--- src/common/psi_defs.svh ---
`ifndef PSI_DEFS_SVH
`define PSI_DEFS_SVH
// Register byte offsets
`define PSI_A_SEL      8'h00
`define PSI_A_ROT      8'h04
`define PSI_A_RELAY    8'h08
`define PSI_A_CAUSE    8'h0C
`define PSI_A_STATUS   8'h10
`define PSI_A_MASK     8'h14
`define PSI_A_STATE    8'h18
`define PSI_A_ALARM    8'h1C
// Interlock selection codes
`define PSI_SEL_OFF    2'h0
`define PSI_SEL_IN1    2'h1
`define PSI_SEL_IN2    2'h2
// Relay output selection value meaning staging
`define PSI_RELAY_STAGE 5'h1F
`define PSI_RELAY_W    5
// Rotation interval value meaning rotation off
`define PSI_ROT_OFF    32'h0000_0000
// Alarm code for a refused start
`define PSI_ALARM_CODE 32'h0000_07DF
// Status bit positions
`define PSI_ST_REFUSED 0
`define PSI_ST_CFGERR  1
`define PSI_ST_FAULT   2
// Relay count limits
`define PSI_CNT_MAX    3'h6
`define PSI_CNT_ZERO   3'h0
// Reset values and bus answers
`define PSI_ZERO32     32'h0000_0000
`define PSI_ALL_FREE   6'h3F
`define PSI_RESP_OKAY  2'h0
`define PSI_RESP_ERR   2'h2
`endif

--- src/common/psi_pkg.sv ---
package psi_pkg;
   // Result of the interlock mapping
   typedef struct packed {
      logic       speed_lock;
      logic [5:0] relay_lock;
      logic [5:0] free;
      logic       cfg_err;
   } psi_map_t;
   // Bus channel states
   typedef enum logic {PSI_WR_COLLECT, PSI_WR_RESP} psi_wr_state_t;
   typedef enum logic {PSI_RD_IDLE, PSI_RD_DATA} psi_rd_state_t;
endpackage : psi_pkg

--- src/verilog/psi_relay_count.sv ---
`timescale 1ns/1ps
`include "psi_defs.svh"
module psi_relay_count (
   // Clock and reset
   input  wire logic        mclk_in,
   input  wire logic        rst_in,
   // Six relay output selections, five bits each
   input  wire logic [29:0] relay_sel_in,
   // Number of relays set to staging
   output logic      [2:0]  count_out
);
   logic [2:0] cnt_d;

   // Count selections equal to the staging code
   always_comb begin
      cnt_d = `PSI_CNT_ZERO;
      for (int i = 0; i < 6; i++) begin
         if (relay_sel_in[i*`PSI_RELAY_W +: `PSI_RELAY_W] == `PSI_RELAY_STAGE) begin
            cnt_d = cnt_d + 3'h1;
         end
      end
   end

   // Registered count
   always_ff @(posedge mclk_in) begin
      if (rst_in) begin
         count_out <= `PSI_CNT_ZERO;
      end else begin
         count_out <= cnt_d;
      end
   end
endmodule : psi_relay_count

--- src/verilog/psi_mapper.sv ---
`timescale 1ns/1ps
`include "psi_defs.svh"
module psi_mapper (
   // Clock and reset
   input  wire logic              mclk_in,
   input  wire logic              rst_in,
   // Configuration
   input  wire logic [1:0]        sel_in,
   input  wire logic              rot_en_in,
   input  wire logic [2:0]        count_in,
   // Interlock inputs, high when command present
   input  wire logic [5:0]        di_in,
   // Registered mapping result
   output psi_pkg::psi_map_t      map_out
);
   psi_pkg::psi_map_t m;
   logic [3:0]        first;
   logic [3:0]        pos;

   // Assign inputs to speed motor and staging relays
   always_comb begin
      m = '0;
      m.free = `PSI_ALL_FREE;
      first = 4'h0;
      pos = 4'h0;
      case (sel_in)
         `PSI_SEL_OFF: begin
            m.free = `PSI_ALL_FREE;
         end
         `PSI_SEL_IN1, `PSI_SEL_IN2: begin
            first = (sel_in == `PSI_SEL_IN2) ? 4'h1 : 4'h0;
            if (rot_en_in ? (count_in == `PSI_CNT_ZERO ||
                             {1'b0, count_in} > {1'b0, `PSI_CNT_MAX} - first)
                          : ({1'b0, count_in} > {1'b0, `PSI_CNT_MAX} - first - 4'h1)) begin
               m.cfg_err = 1'b1;
            end else begin
               if (!rot_en_in) begin
                  m.speed_lock = ~di_in[first[2:0]];
                  m.free[first[2:0]] = 1'b0;
               end
               for (int j = 0; j < 6; j++) begin
                  pos = first + 4'(j) + (rot_en_in ? 4'h0 : 4'h1);
                  if (3'(j) < count_in) begin
                     m.relay_lock[j] = ~di_in[pos[2:0]];
                     m.free[pos[2:0]] = 1'b0;
                  end
               end
            end
         end
         default: begin
            m.cfg_err = 1'b1;
         end
      endcase
   end

   // Registered result
   always_ff @(posedge mclk_in) begin
      if (rst_in) begin
         map_out <= '{speed_lock: 1'b0, relay_lock: 6'h00, free: `PSI_ALL_FREE,
                      cfg_err: 1'b0};
      end else begin
         map_out <= m;
      end
   end
endmodule : psi_mapper

--- src/verilog/psi_top.sv ---
// Overview of operation
// - Interlock active while its input reads low
// - Start refused under speed interlock; alarm 2015
// - Selection zero disables interlocks, frees inputs
// - Relay count: selections equal to 31
// - Rotation interval zero means rotation disabled
// - Input one: speed motor, then relays
// - Input one, rotation: relays from input one
// - Input two: speed motor, then relays
// - Input two, rotation: relays from input two
// - Switch contact open: relay motor treated off
// - Protective contact open: motor fault, stop
`timescale 1ns/1ps
`include "psi_defs.svh"
module psi_top (
   // Clock and reset
   input  wire logic        mclk_in,
   input  wire logic        rst_in,
   // AXI4-Lite write address and data
   input  wire logic        s_axi_awvalid_in,
   output logic             s_axi_awready_out,
   input  wire logic [7:0]  s_axi_awaddr_in,
   input  wire logic        s_axi_wvalid_in,
   output logic             s_axi_wready_out,
   input  wire logic [31:0] s_axi_wdata_in,
   input  wire logic [3:0]  s_axi_wstrb_in,
   // AXI4-Lite write response
   output logic             s_axi_bvalid_out,
   input  wire logic        s_axi_bready_in,
   output logic [1:0]       s_axi_bresp_out,
   // AXI4-Lite read
   input  wire logic        s_axi_arvalid_in,
   output logic             s_axi_arready_out,
   input  wire logic [7:0]  s_axi_araddr_in,
   output logic             s_axi_rvalid_out,
   input  wire logic        s_axi_rready_in,
   output logic [31:0]      s_axi_rdata_out,
   output logic [1:0]       s_axi_rresp_out,
   // Interlock contacts and start command
   input  wire logic [5:0]  di_in,
   input  wire logic        start_cmd_in,
   // Staging side
   output logic             start_out,
   output logic             speed_lock_out,
   output logic [5:0]       relay_lock_out,
   output logic [5:0]       motor_off_out,
   output logic [6:0]       motor_fault_out,
   output logic             staging_lock_alarm_out,
   output logic             cfg_err_out,
   output logic             irq_out
);
   psi_pkg::psi_wr_state_t wr_state_q;
   psi_pkg::psi_rd_state_t rd_state_q;
   psi_pkg::psi_map_t      map;
   logic        aw_have_q, w_have_q, wr_go;
   logic [7:0]  awaddr_q;
   logic [31:0] wdata_q, rd_word;
   logic [3:0]  wstrb_q;
   logic [1:0]  sel_q;
   logic [31:0] rot_int_q;
   logic [29:0] relay_sel_q;
   logic [6:0]  cause_q, fault_q;
   logic [2:0]  st_q, mask_q, st_set, st_clr, st_d, mask_d;
   logic [2:0]  cnt_q;
   logic [5:0]  di_q;
   logic        rot_en, cfg_err_q, alarm_q, refuse;

   // Byte-lane merge of a write into a register word
   function automatic logic [31:0] merge(input logic [31:0] old, input logic [31:0] data,
                                         input logic [3:0] strb);
      logic [31:0] r;
      r = old;
      for (int b = 0; b < 4; b++) begin
         if (strb[b]) begin
            r[b*8 +: 8] = data[b*8 +: 8];
         end
      end
      return r;
   endfunction : merge

   // Write channels: address and data taken in either order
   always_ff @(posedge mclk_in) begin
      if (rst_in) begin
         s_axi_awready_out <= 1'b0;
         s_axi_wready_out <= 1'b0;
         aw_have_q <= 1'b0;
         w_have_q <= 1'b0;
         awaddr_q <= 8'h00;
         wdata_q <= `PSI_ZERO32;
         wstrb_q <= 4'h0;
      end else begin
         if (s_axi_awvalid_in && s_axi_awready_out) begin
            s_axi_awready_out <= 1'b0;
            aw_have_q <= 1'b1;
            awaddr_q <= s_axi_awaddr_in;
         end else if (wr_state_q == psi_pkg::PSI_WR_COLLECT && !aw_have_q) begin
            s_axi_awready_out <= 1'b1;
         end
         if (s_axi_wvalid_in && s_axi_wready_out) begin
            s_axi_wready_out <= 1'b0;
            w_have_q <= 1'b1;
            wdata_q <= s_axi_wdata_in;
            wstrb_q <= s_axi_wstrb_in;
         end else if (wr_state_q == psi_pkg::PSI_WR_COLLECT && !w_have_q) begin
            s_axi_wready_out <= 1'b1;
         end
         if (s_axi_bvalid_out && s_axi_bready_in) begin
            aw_have_q <= 1'b0;
            w_have_q <= 1'b0;
         end
      end
   end

   assign wr_go = (wr_state_q == psi_pkg::PSI_WR_COLLECT) && aw_have_q && w_have_q;

   // Write response state machine
   always_ff @(posedge mclk_in) begin
      if (rst_in) begin
         wr_state_q <= psi_pkg::PSI_WR_COLLECT;
         s_axi_bvalid_out <= 1'b0;
         s_axi_bresp_out <= `PSI_RESP_OKAY;
      end else begin
         case (wr_state_q)
            psi_pkg::PSI_WR_COLLECT: begin
               if (wr_go) begin
                  wr_state_q <= psi_pkg::PSI_WR_RESP;
                  s_axi_bvalid_out <= 1'b1;
                  s_axi_bresp_out <= (awaddr_q > `PSI_A_ALARM || awaddr_q[1:0] != 2'h0)
                                     ? `PSI_RESP_ERR : `PSI_RESP_OKAY;
               end
            end
            psi_pkg::PSI_WR_RESP: begin
               if (s_axi_bready_in) begin
                  wr_state_q <= psi_pkg::PSI_WR_COLLECT;
                  s_axi_bvalid_out <= 1'b0;
               end
            end
            default: begin
               wr_state_q <= psi_pkg::PSI_WR_COLLECT;
            end
         endcase
      end
   end

   // Configuration registers
   always_ff @(posedge mclk_in) begin
      if (rst_in) begin
         sel_q <= `PSI_SEL_OFF;
         rot_int_q <= `PSI_ROT_OFF;
         relay_sel_q <= 30'h0000_0000;
         cause_q <= 7'h00;
      end else if (wr_go) begin
         case (awaddr_q)
            `PSI_A_SEL:   sel_q <= 2'(merge({30'h0000_0000, sel_q}, wdata_q, wstrb_q));
            `PSI_A_ROT:   rot_int_q <= merge(rot_int_q, wdata_q, wstrb_q);
            `PSI_A_RELAY: relay_sel_q <= 30'(merge({2'h0, relay_sel_q}, wdata_q, wstrb_q));
            `PSI_A_CAUSE: cause_q <= 7'(merge({25'h000_0000, cause_q}, wdata_q, wstrb_q));
            default: begin
            end
         endcase
      end
   end

   // Rotation state from the interval
   assign rot_en = (rot_int_q != `PSI_ROT_OFF);

   // Sampled contacts
   always_ff @(posedge mclk_in) begin
      if (rst_in) begin
         di_q <= 6'h00;
      end else begin
         di_q <= di_in;
      end
   end

   psi_relay_count u_count (
      .mclk_in      (mclk_in),
      .rst_in       (rst_in),
      .relay_sel_in (relay_sel_q),
      .count_out    (cnt_q)
   );

   psi_mapper u_map (
      .mclk_in   (mclk_in),
      .rst_in    (rst_in),
      .sel_in    (sel_q),
      .rot_en_in (rot_en),
      .count_in  (cnt_q),
      .di_in     (di_q),
      .map_out   (map)
   );

   assign refuse = start_cmd_in && map.speed_lock;

   // Start gating and staging outputs
   always_ff @(posedge mclk_in) begin
      if (rst_in) begin
         start_out <= 1'b0;
         speed_lock_out <= 1'b0;
         relay_lock_out <= 6'h00;
         motor_off_out <= 6'h00;
         fault_q <= 7'h00;
         cfg_err_q <= 1'b0;
      end else begin
         start_out <= start_cmd_in && !map.speed_lock;
         speed_lock_out <= map.speed_lock;
         relay_lock_out <= map.relay_lock;
         motor_off_out <= map.relay_lock & ~cause_q[6:1];
         fault_q <= {map.relay_lock, map.speed_lock} & cause_q;
         cfg_err_q <= map.cfg_err;
      end
   end

   assign motor_fault_out = fault_q;
   assign cfg_err_out = cfg_err_q;

   // Alarm held until the speed motor interlock clears
   always_ff @(posedge mclk_in) begin
      if (rst_in) begin
         alarm_q <= 1'b0;
      end else if (refuse) begin
         alarm_q <= 1'b1;
      end else if (!map.speed_lock) begin
         alarm_q <= 1'b0;
      end
   end

   assign staging_lock_alarm_out = alarm_q;

   // Sticky events; a set beats a same-cycle clear
   always_comb begin
      st_set = 3'h0;
      st_set[`PSI_ST_REFUSED] = refuse;
      st_set[`PSI_ST_CFGERR] = map.cfg_err && !cfg_err_q;
      st_set[`PSI_ST_FAULT] = |({map.relay_lock, map.speed_lock} & cause_q & ~fault_q);
      st_clr = (wr_go && awaddr_q == `PSI_A_STATUS && wstrb_q[0]) ? wdata_q[2:0] : 3'h0;
      st_d = (st_q & ~st_clr) | st_set;
      mask_d = (wr_go && awaddr_q == `PSI_A_MASK && wstrb_q[0]) ? wdata_q[2:0] : mask_q;
   end

   // Status, mask and interrupt
   always_ff @(posedge mclk_in) begin
      if (rst_in) begin
         st_q <= 3'h0;
         mask_q <= 3'h0;
         irq_out <= 1'b0;
      end else begin
         st_q <= st_d;
         mask_q <= mask_d;
         irq_out <= |(st_d & mask_d);
      end
   end

   // Read data selection
   always_comb begin
      case (s_axi_araddr_in)
         `PSI_A_SEL:    rd_word = {30'h0000_0000, sel_q};
         `PSI_A_ROT:    rd_word = rot_int_q;
         `PSI_A_RELAY:  rd_word = {2'h0, relay_sel_q};
         `PSI_A_CAUSE:  rd_word = {25'h000_0000, cause_q};
         `PSI_A_STATUS: rd_word = {29'h0000_0000, st_q};
         `PSI_A_MASK:   rd_word = {29'h0000_0000, mask_q};
         `PSI_A_STATE:  rd_word = {15'h0000, map.cfg_err, cnt_q, map.free,
                                   map.relay_lock, map.speed_lock};
         `PSI_A_ALARM:  rd_word = alarm_q ? `PSI_ALARM_CODE : `PSI_ZERO32;
         default:       rd_word = `PSI_ZERO32;
      endcase
   end

   // Read channel state machine
   always_ff @(posedge mclk_in) begin
      if (rst_in) begin
         rd_state_q <= psi_pkg::PSI_RD_IDLE;
         s_axi_arready_out <= 1'b0;
         s_axi_rvalid_out <= 1'b0;
         s_axi_rdata_out <= `PSI_ZERO32;
         s_axi_rresp_out <= `PSI_RESP_OKAY;
      end else begin
         case (rd_state_q)
            psi_pkg::PSI_RD_IDLE: begin
               s_axi_arready_out <= 1'b1;
               if (s_axi_arvalid_in && s_axi_arready_out) begin
                  rd_state_q <= psi_pkg::PSI_RD_DATA;
                  s_axi_arready_out <= 1'b0;
                  s_axi_rvalid_out <= 1'b1;
                  s_axi_rdata_out <= rd_word;
                  s_axi_rresp_out <= (s_axi_araddr_in > `PSI_A_ALARM ||
                                      s_axi_araddr_in[1:0] != 2'h0)
                                     ? `PSI_RESP_ERR : `PSI_RESP_OKAY;
               end
            end
            psi_pkg::PSI_RD_DATA: begin
               if (s_axi_rready_in) begin
                  rd_state_q <= psi_pkg::PSI_RD_IDLE;
                  s_axi_rvalid_out <= 1'b0;
                  s_axi_arready_out <= 1'b1;
               end
            end
            default: begin
               rd_state_q <= psi_pkg::PSI_RD_IDLE;
            end
         endcase
      end
   end
endmodule : psi_top

--- config.mk ---
export PLATFORM = sky130hd
export DESIGN_NAME = psi_top
export DESIGN_NICKNAME = d
export VERILOG_FILES = /design/src/common/psi_pkg.sv /design/src/verilog/psi_relay_count.sv /design/src/verilog/psi_mapper.sv /design/src/verilog/psi_top.sv
export VERILOG_INCLUDE_DIRS = /design/src /design/src/common
export SDC_FILE = /design/constraint.sdc
export NUM_CORES = 1
export LEC_CHECK = 0
export BUFFER_PORTS_ARGS = -buffer_cell sky130_fd_sc_hd__clkbuf_2
export CORE_ASPECT_RATIO = 0.75
export CORE_UTILIZATION = 35
export DETAILED_ROUTE_END_ITERATION = 6
export GPL_TIMING_DRIVEN = 0
export PLACE_DENSITY_LB_ADDON = 0.05
export SLEW_MARGIN = 20
export SYNTH_ARGS = -nofsm -noshare
export SYNTH_HDL_FRONTEND = slang
export SYNTH_HIERARCHICAL = 1
export SYNTH_SLANG_ARGS = --single-unit
--- constraint.sdc ---
create_clock -name mclk_in -period 3 [get_ports mclk_in]
set_input_delay 0.9 -clock mclk_in [delete_from_list [all_inputs] [get_ports mclk_in]]
set_output_delay 0.9 -clock mclk_in [all_outputs]
set_load 0.05 [all_outputs]
==> flow_results.org <==
** Run status
- The flow ran to the end, and the final reports show no timing, DRC or antenna violations.

** Floorplan
- Initial cell density of the core :: 36.0%
- 131 I/O pins were placed.
- The die covers 25600 µm².
- The die is 139 µm tall.
- The die is 185 µm wide.
- Total core area :: 24300 µm²
- Site row count :: 49

** Worst setup path
- The signal on the critical path passes through nor4_1 -> nand4_1 -> or2_2 -> ha_1 -> mux2_1 -> nor2_1 -> a21oi_1 -> nor3_1.
- Critical Path AT :: 3.24 ns
- Delay of the slowest critical-path stage :: 0.51 ns
- In this run the worst path has a maximum fanout of 8.
- Startpoint kind of the worst setup timing path :: flip-flop
- In this run the register-to-register setup slack is 0.13 ns.
- Required time of the critical path :: 3.37 ns
- The setup path with the least slack is of type flip-flop to flip-flop.
- The largest individual stage delay along the critical path comes from the cell ha_1.
- STA classifies the critical path endpoint as a flip-flop.

** Synthesis
- Counting flops with a built-in enable in the synthesized netlist gives 0.
- Mapped Avg Cell Area :: 8.76 µm²
- During synthesis, Yosys emitted a total of 6 warnings.
- The number of different library cells used by synthesis comes to 69.
- The most used flip-flop cell after synthesis is dfxtp_1.
- After synthesis the cells add up to 8750 µm².
- Sorting the synthesized cells by area gives the leading types as dfxtp_1 48%, nand2_1 8.1%, a21oi_1 7.0%.
- Counting flops with an async set or reset pin after synthesis yields a share of 0%.
- Of the post-synthesis cell area, the dominant cell type holds 48.3%.
- Fraction of the yosys area taken by sequential cells :: 48.3%
- Register bit total from synthesis :: 211
- The cell count after synthesis came out at 999.
- dfxtp_1 takes more of the synthesized area than any other cell.

** Drt
- DR WL met2 :: 11500 µm
- First-pass iteration count of the detailed router :: 5
- Wire length the detailed router placed on met1 :: 15000 µm
- Avg Vias per Cell :: 5.16
- Summed over all layers, the routed wires come to 28200 µm.
- In the final routed layout, each cell accounts on average for 18.8 µm.
- After detailed routing, the met3 layer carries 1290 µm of wire.
- First DRT Iteration DRCs :: 616
- Highest metal layer used by the detailed router :: met4
- In this run the remaining antenna-violating nets after routing total 0.
- Vias after detailed routing :: 7717
- For this run, design rule violations remaining after detail routing come to 0.

** Timing
- For the pin with the worst max-slew slack, the measured transition is 1.05 ns.
- Worst slew margin :: 29.1%
- Setup repair after global routing missed its margin :: no
- Minimum period implied by the final worst setup slack :: 2.87 ns
- The number of hold violations in the final report came to 0.
- Setup violations remaining at the end of the flow were counted as 0.
- The count of final max-slew check failures was 0.
- Clock Skews :: 0.0202 ns
- Upper clock frequency limit :: 349 MHz
- Post-route fraction of the period consumed by the critical path :: 95.6%

** Placement
- Buffers on Ports :: 127
- Cell area reported after detailed placement :: 9800 µm²
- Global placement routability congestion :: 0.819
- HPWL reported at the end of detailed placement :: 21400 µm

** Flow run
- Maximum capacitance violations :: 0

** Clock tree
- After clock tree synthesis, the clock-pin slew on the worst setup and hold paths is 0.06 ns.
- Clock Sinks :: 211
- Bufs on Longest Clock Path :: 3
- H-tree levels :: 1
- Post-CTS setup repair buffer count :: 0
- In this run the clock root is driven by a clkbuf_16.
- Counting the buffers created by CTS gives 23.
- Clock latency on the worst-skew pair, taken at its later pin, is 0.51 ns.
- Clock tree from TritonCTS :: built

** Global route
- First-pass GRT wire length :: 43400 µm
- Initial antenna violation count :: 0
- Vias in the first global route :: 7239
- Total GRT Usage :: 22.3%
- Summed over all layers, the global routing overflow is 0.
- Entering global routing, the biggest net connects 14 pins.

** Layout
- Diodes inserted :: 0
- Compared with the post-synthesis result, the final layout area differs by 20.8%.
- Final core utilization :: 43.5%
- Share of final-layout standard cells stronger than drive strength 1 :: 16.9%
- Final standard cell area without fillers :: 10600 µm²
- After the last flow step, the layout net total stands at 1230.
- Filler cell count in the final layout :: 2520

** Power and ir drop
- Power density over the cells :: 570 nW/µm²
- Post-route total power :: 6.03 mW
- Worst VDD drop :: 0.322 mV
- In this run the static leakage power is 4.08 nW.

** Worst hold path
- The tightest min-delay check is of the flip-flop to flip-flop type.
[through the flow]
stage          setup TNS [ns]  worst slack (ns)  hold WS [ns]  std cells
6_report                    0             0.131         0.456       1496
5_1_grt                     0            0.0429         0.470       1496
4_1_cts                     0            0.0450         0.458       1498
3_5_place_dp            -2.90            -0.171         0.445       1458
3_3_place_gp            -1.92            -0.149         0.444       1458
2_1_floorplan               0             0.348         0.437       1000
[repair_timing]
action	CTS	global route
hold buffers	0	0
resized for setup	2	2
setup endpoints to repair	2	6
pin swaps	0	1
[worst paths after layout]
check | startpoint | to | cells past startpoint
max reg2reg | rot_int_q[21] | u_map/map_out[8] | 8
min | wdata_q[30] | wdata_q[30] | 2
max | rot_int_q[21] | u_map/map_out[8] | 8
min reg2reg | wdata_q[30] | wdata_q[30] | 2
[where the power goes]
| part | total (mW) | leakage [nW] | switching [mW] | internal [mW] |
|---|---|---|---|---|
| registers | 2.89 | 1.71 | 0.0452 | 2.85 |
| logic | 0.339 | 2.01 | 0.238 | 0.100 |
| clock network | 2.80 | 0.362 | 1.13 | 1.66 |
[worst max-delay path: cells and delay by family, from the launching register on]
kind            cells  cell delay [ns]
compound gates      1             0.05
fa+ha+maj           1             0.51
flops               1             0.37
mux                 1             0.39
simple gates        5             1.39
[metal layers]
metal,up-vias,global-route usage [%]
li1,3811,-
met1,3667,34.9
met2,209,31.6
met3,30,3.36
met4,0,4.52
met5,-,0
[cell type report]
cell class	instances	area [µm²]	share of cell area, %
Timing Repair Buffer	127	636	6.01
Clock inverter	5	55.1	0.521
Inverter	13	48.8	0.462
Clock buffer	35	691	6.53
Multi-Input combinational cell	713	4230	40.0
Sequential cell	211	4220	40.0
Tap cell	331	414	3.92
Buffer	61	273	2.58
[placed cells by master, fill, tap and decap left out, drive strengths merged, types with 4 or more instances in the layout]
cell | Yosys | layout
and3 | 9 | 9
a21oi | 122 | 122
a2bb2oi | 14 | 14
ha | 14 | 14
or4 | 4 | 4
mux4 | 4 | 4
xnor2 | 4 | 4
and2 | 11 | 11
clkbuf | 45 | 205
nor2 | 66 | 66
a221o | 5 | 5
a22o | 4 | 4
buf | 18 | 18
nand2 | 189 | 189
nand4 | 6 | 6
a22oi | 13 | 13
inv | 13 | 13
mux2i | 39 | 39
nor3 | 7 | 7
nor2b | 23 | 23
o22ai | 4 | 4
a211oi | 7 | 7
nor4 | 14 | 14
a221oi | 6 | 6
nand2b | 7 | 7
dfxtp | 211 | 211
o21ai | 25 | 25
nand3 | 67 | 67
[cells by family after synthesis]
| group | Yosys count | share of synthesized area, % |
|---|---|---|
| AO/OA/AOI/OAI | 222 | 15.8 |
| XOR/XNOR | 6 | 0.844 |
| adder cells (fa/ha/maj) | 14 | 2.00 |
| other | 1 | 0.0429 |
| buffers and inverters | 76 | 3.76 |
| multiplexers | 46 | 5.88 |
| flip-flops | 211 | 48.3 |
| AND/OR/NAND/NOR | 423 | 23.4 |
[synthesized netlist by cell type, types with 8 or more instances]
master and count:
a21oi_1 122, a22oi_1 13, a2bb2oi_1 13, and2_1 11, and3_1 8, clkbuf_1 45
dfxtp_1 211, ha_1 14, inv_1 13, mux2i_1 39, nand2_1 189, nand3_1 67
nor2_1 65, nor2b_1 23, nor4_1 10, o21ai_1 20
[state kept, by name (all words and copies together), names as in the netlist, 2 cells and up]
| register | count |
|---|---|
| awaddr_q | 8 |
| rot_int_q | 32 |
| wstrb_q | 4 |
| relay_lock_out | 6 |
| cause_q | 7 |
| motor_fault_out | 7 |
| mask_q | 3 |
| u_count/count_out | 3 |
| u_map/map_out | 14 |
| st_q | 3 |
| relay_sel_q | 30 |
| s_axi_rdata_out | 32 |
| sel_q | 2 |
| di_q | 6 |
| wdata_q | 32 |
| motor_off_out | 6 |
Power figures use the tool's default switching activity.
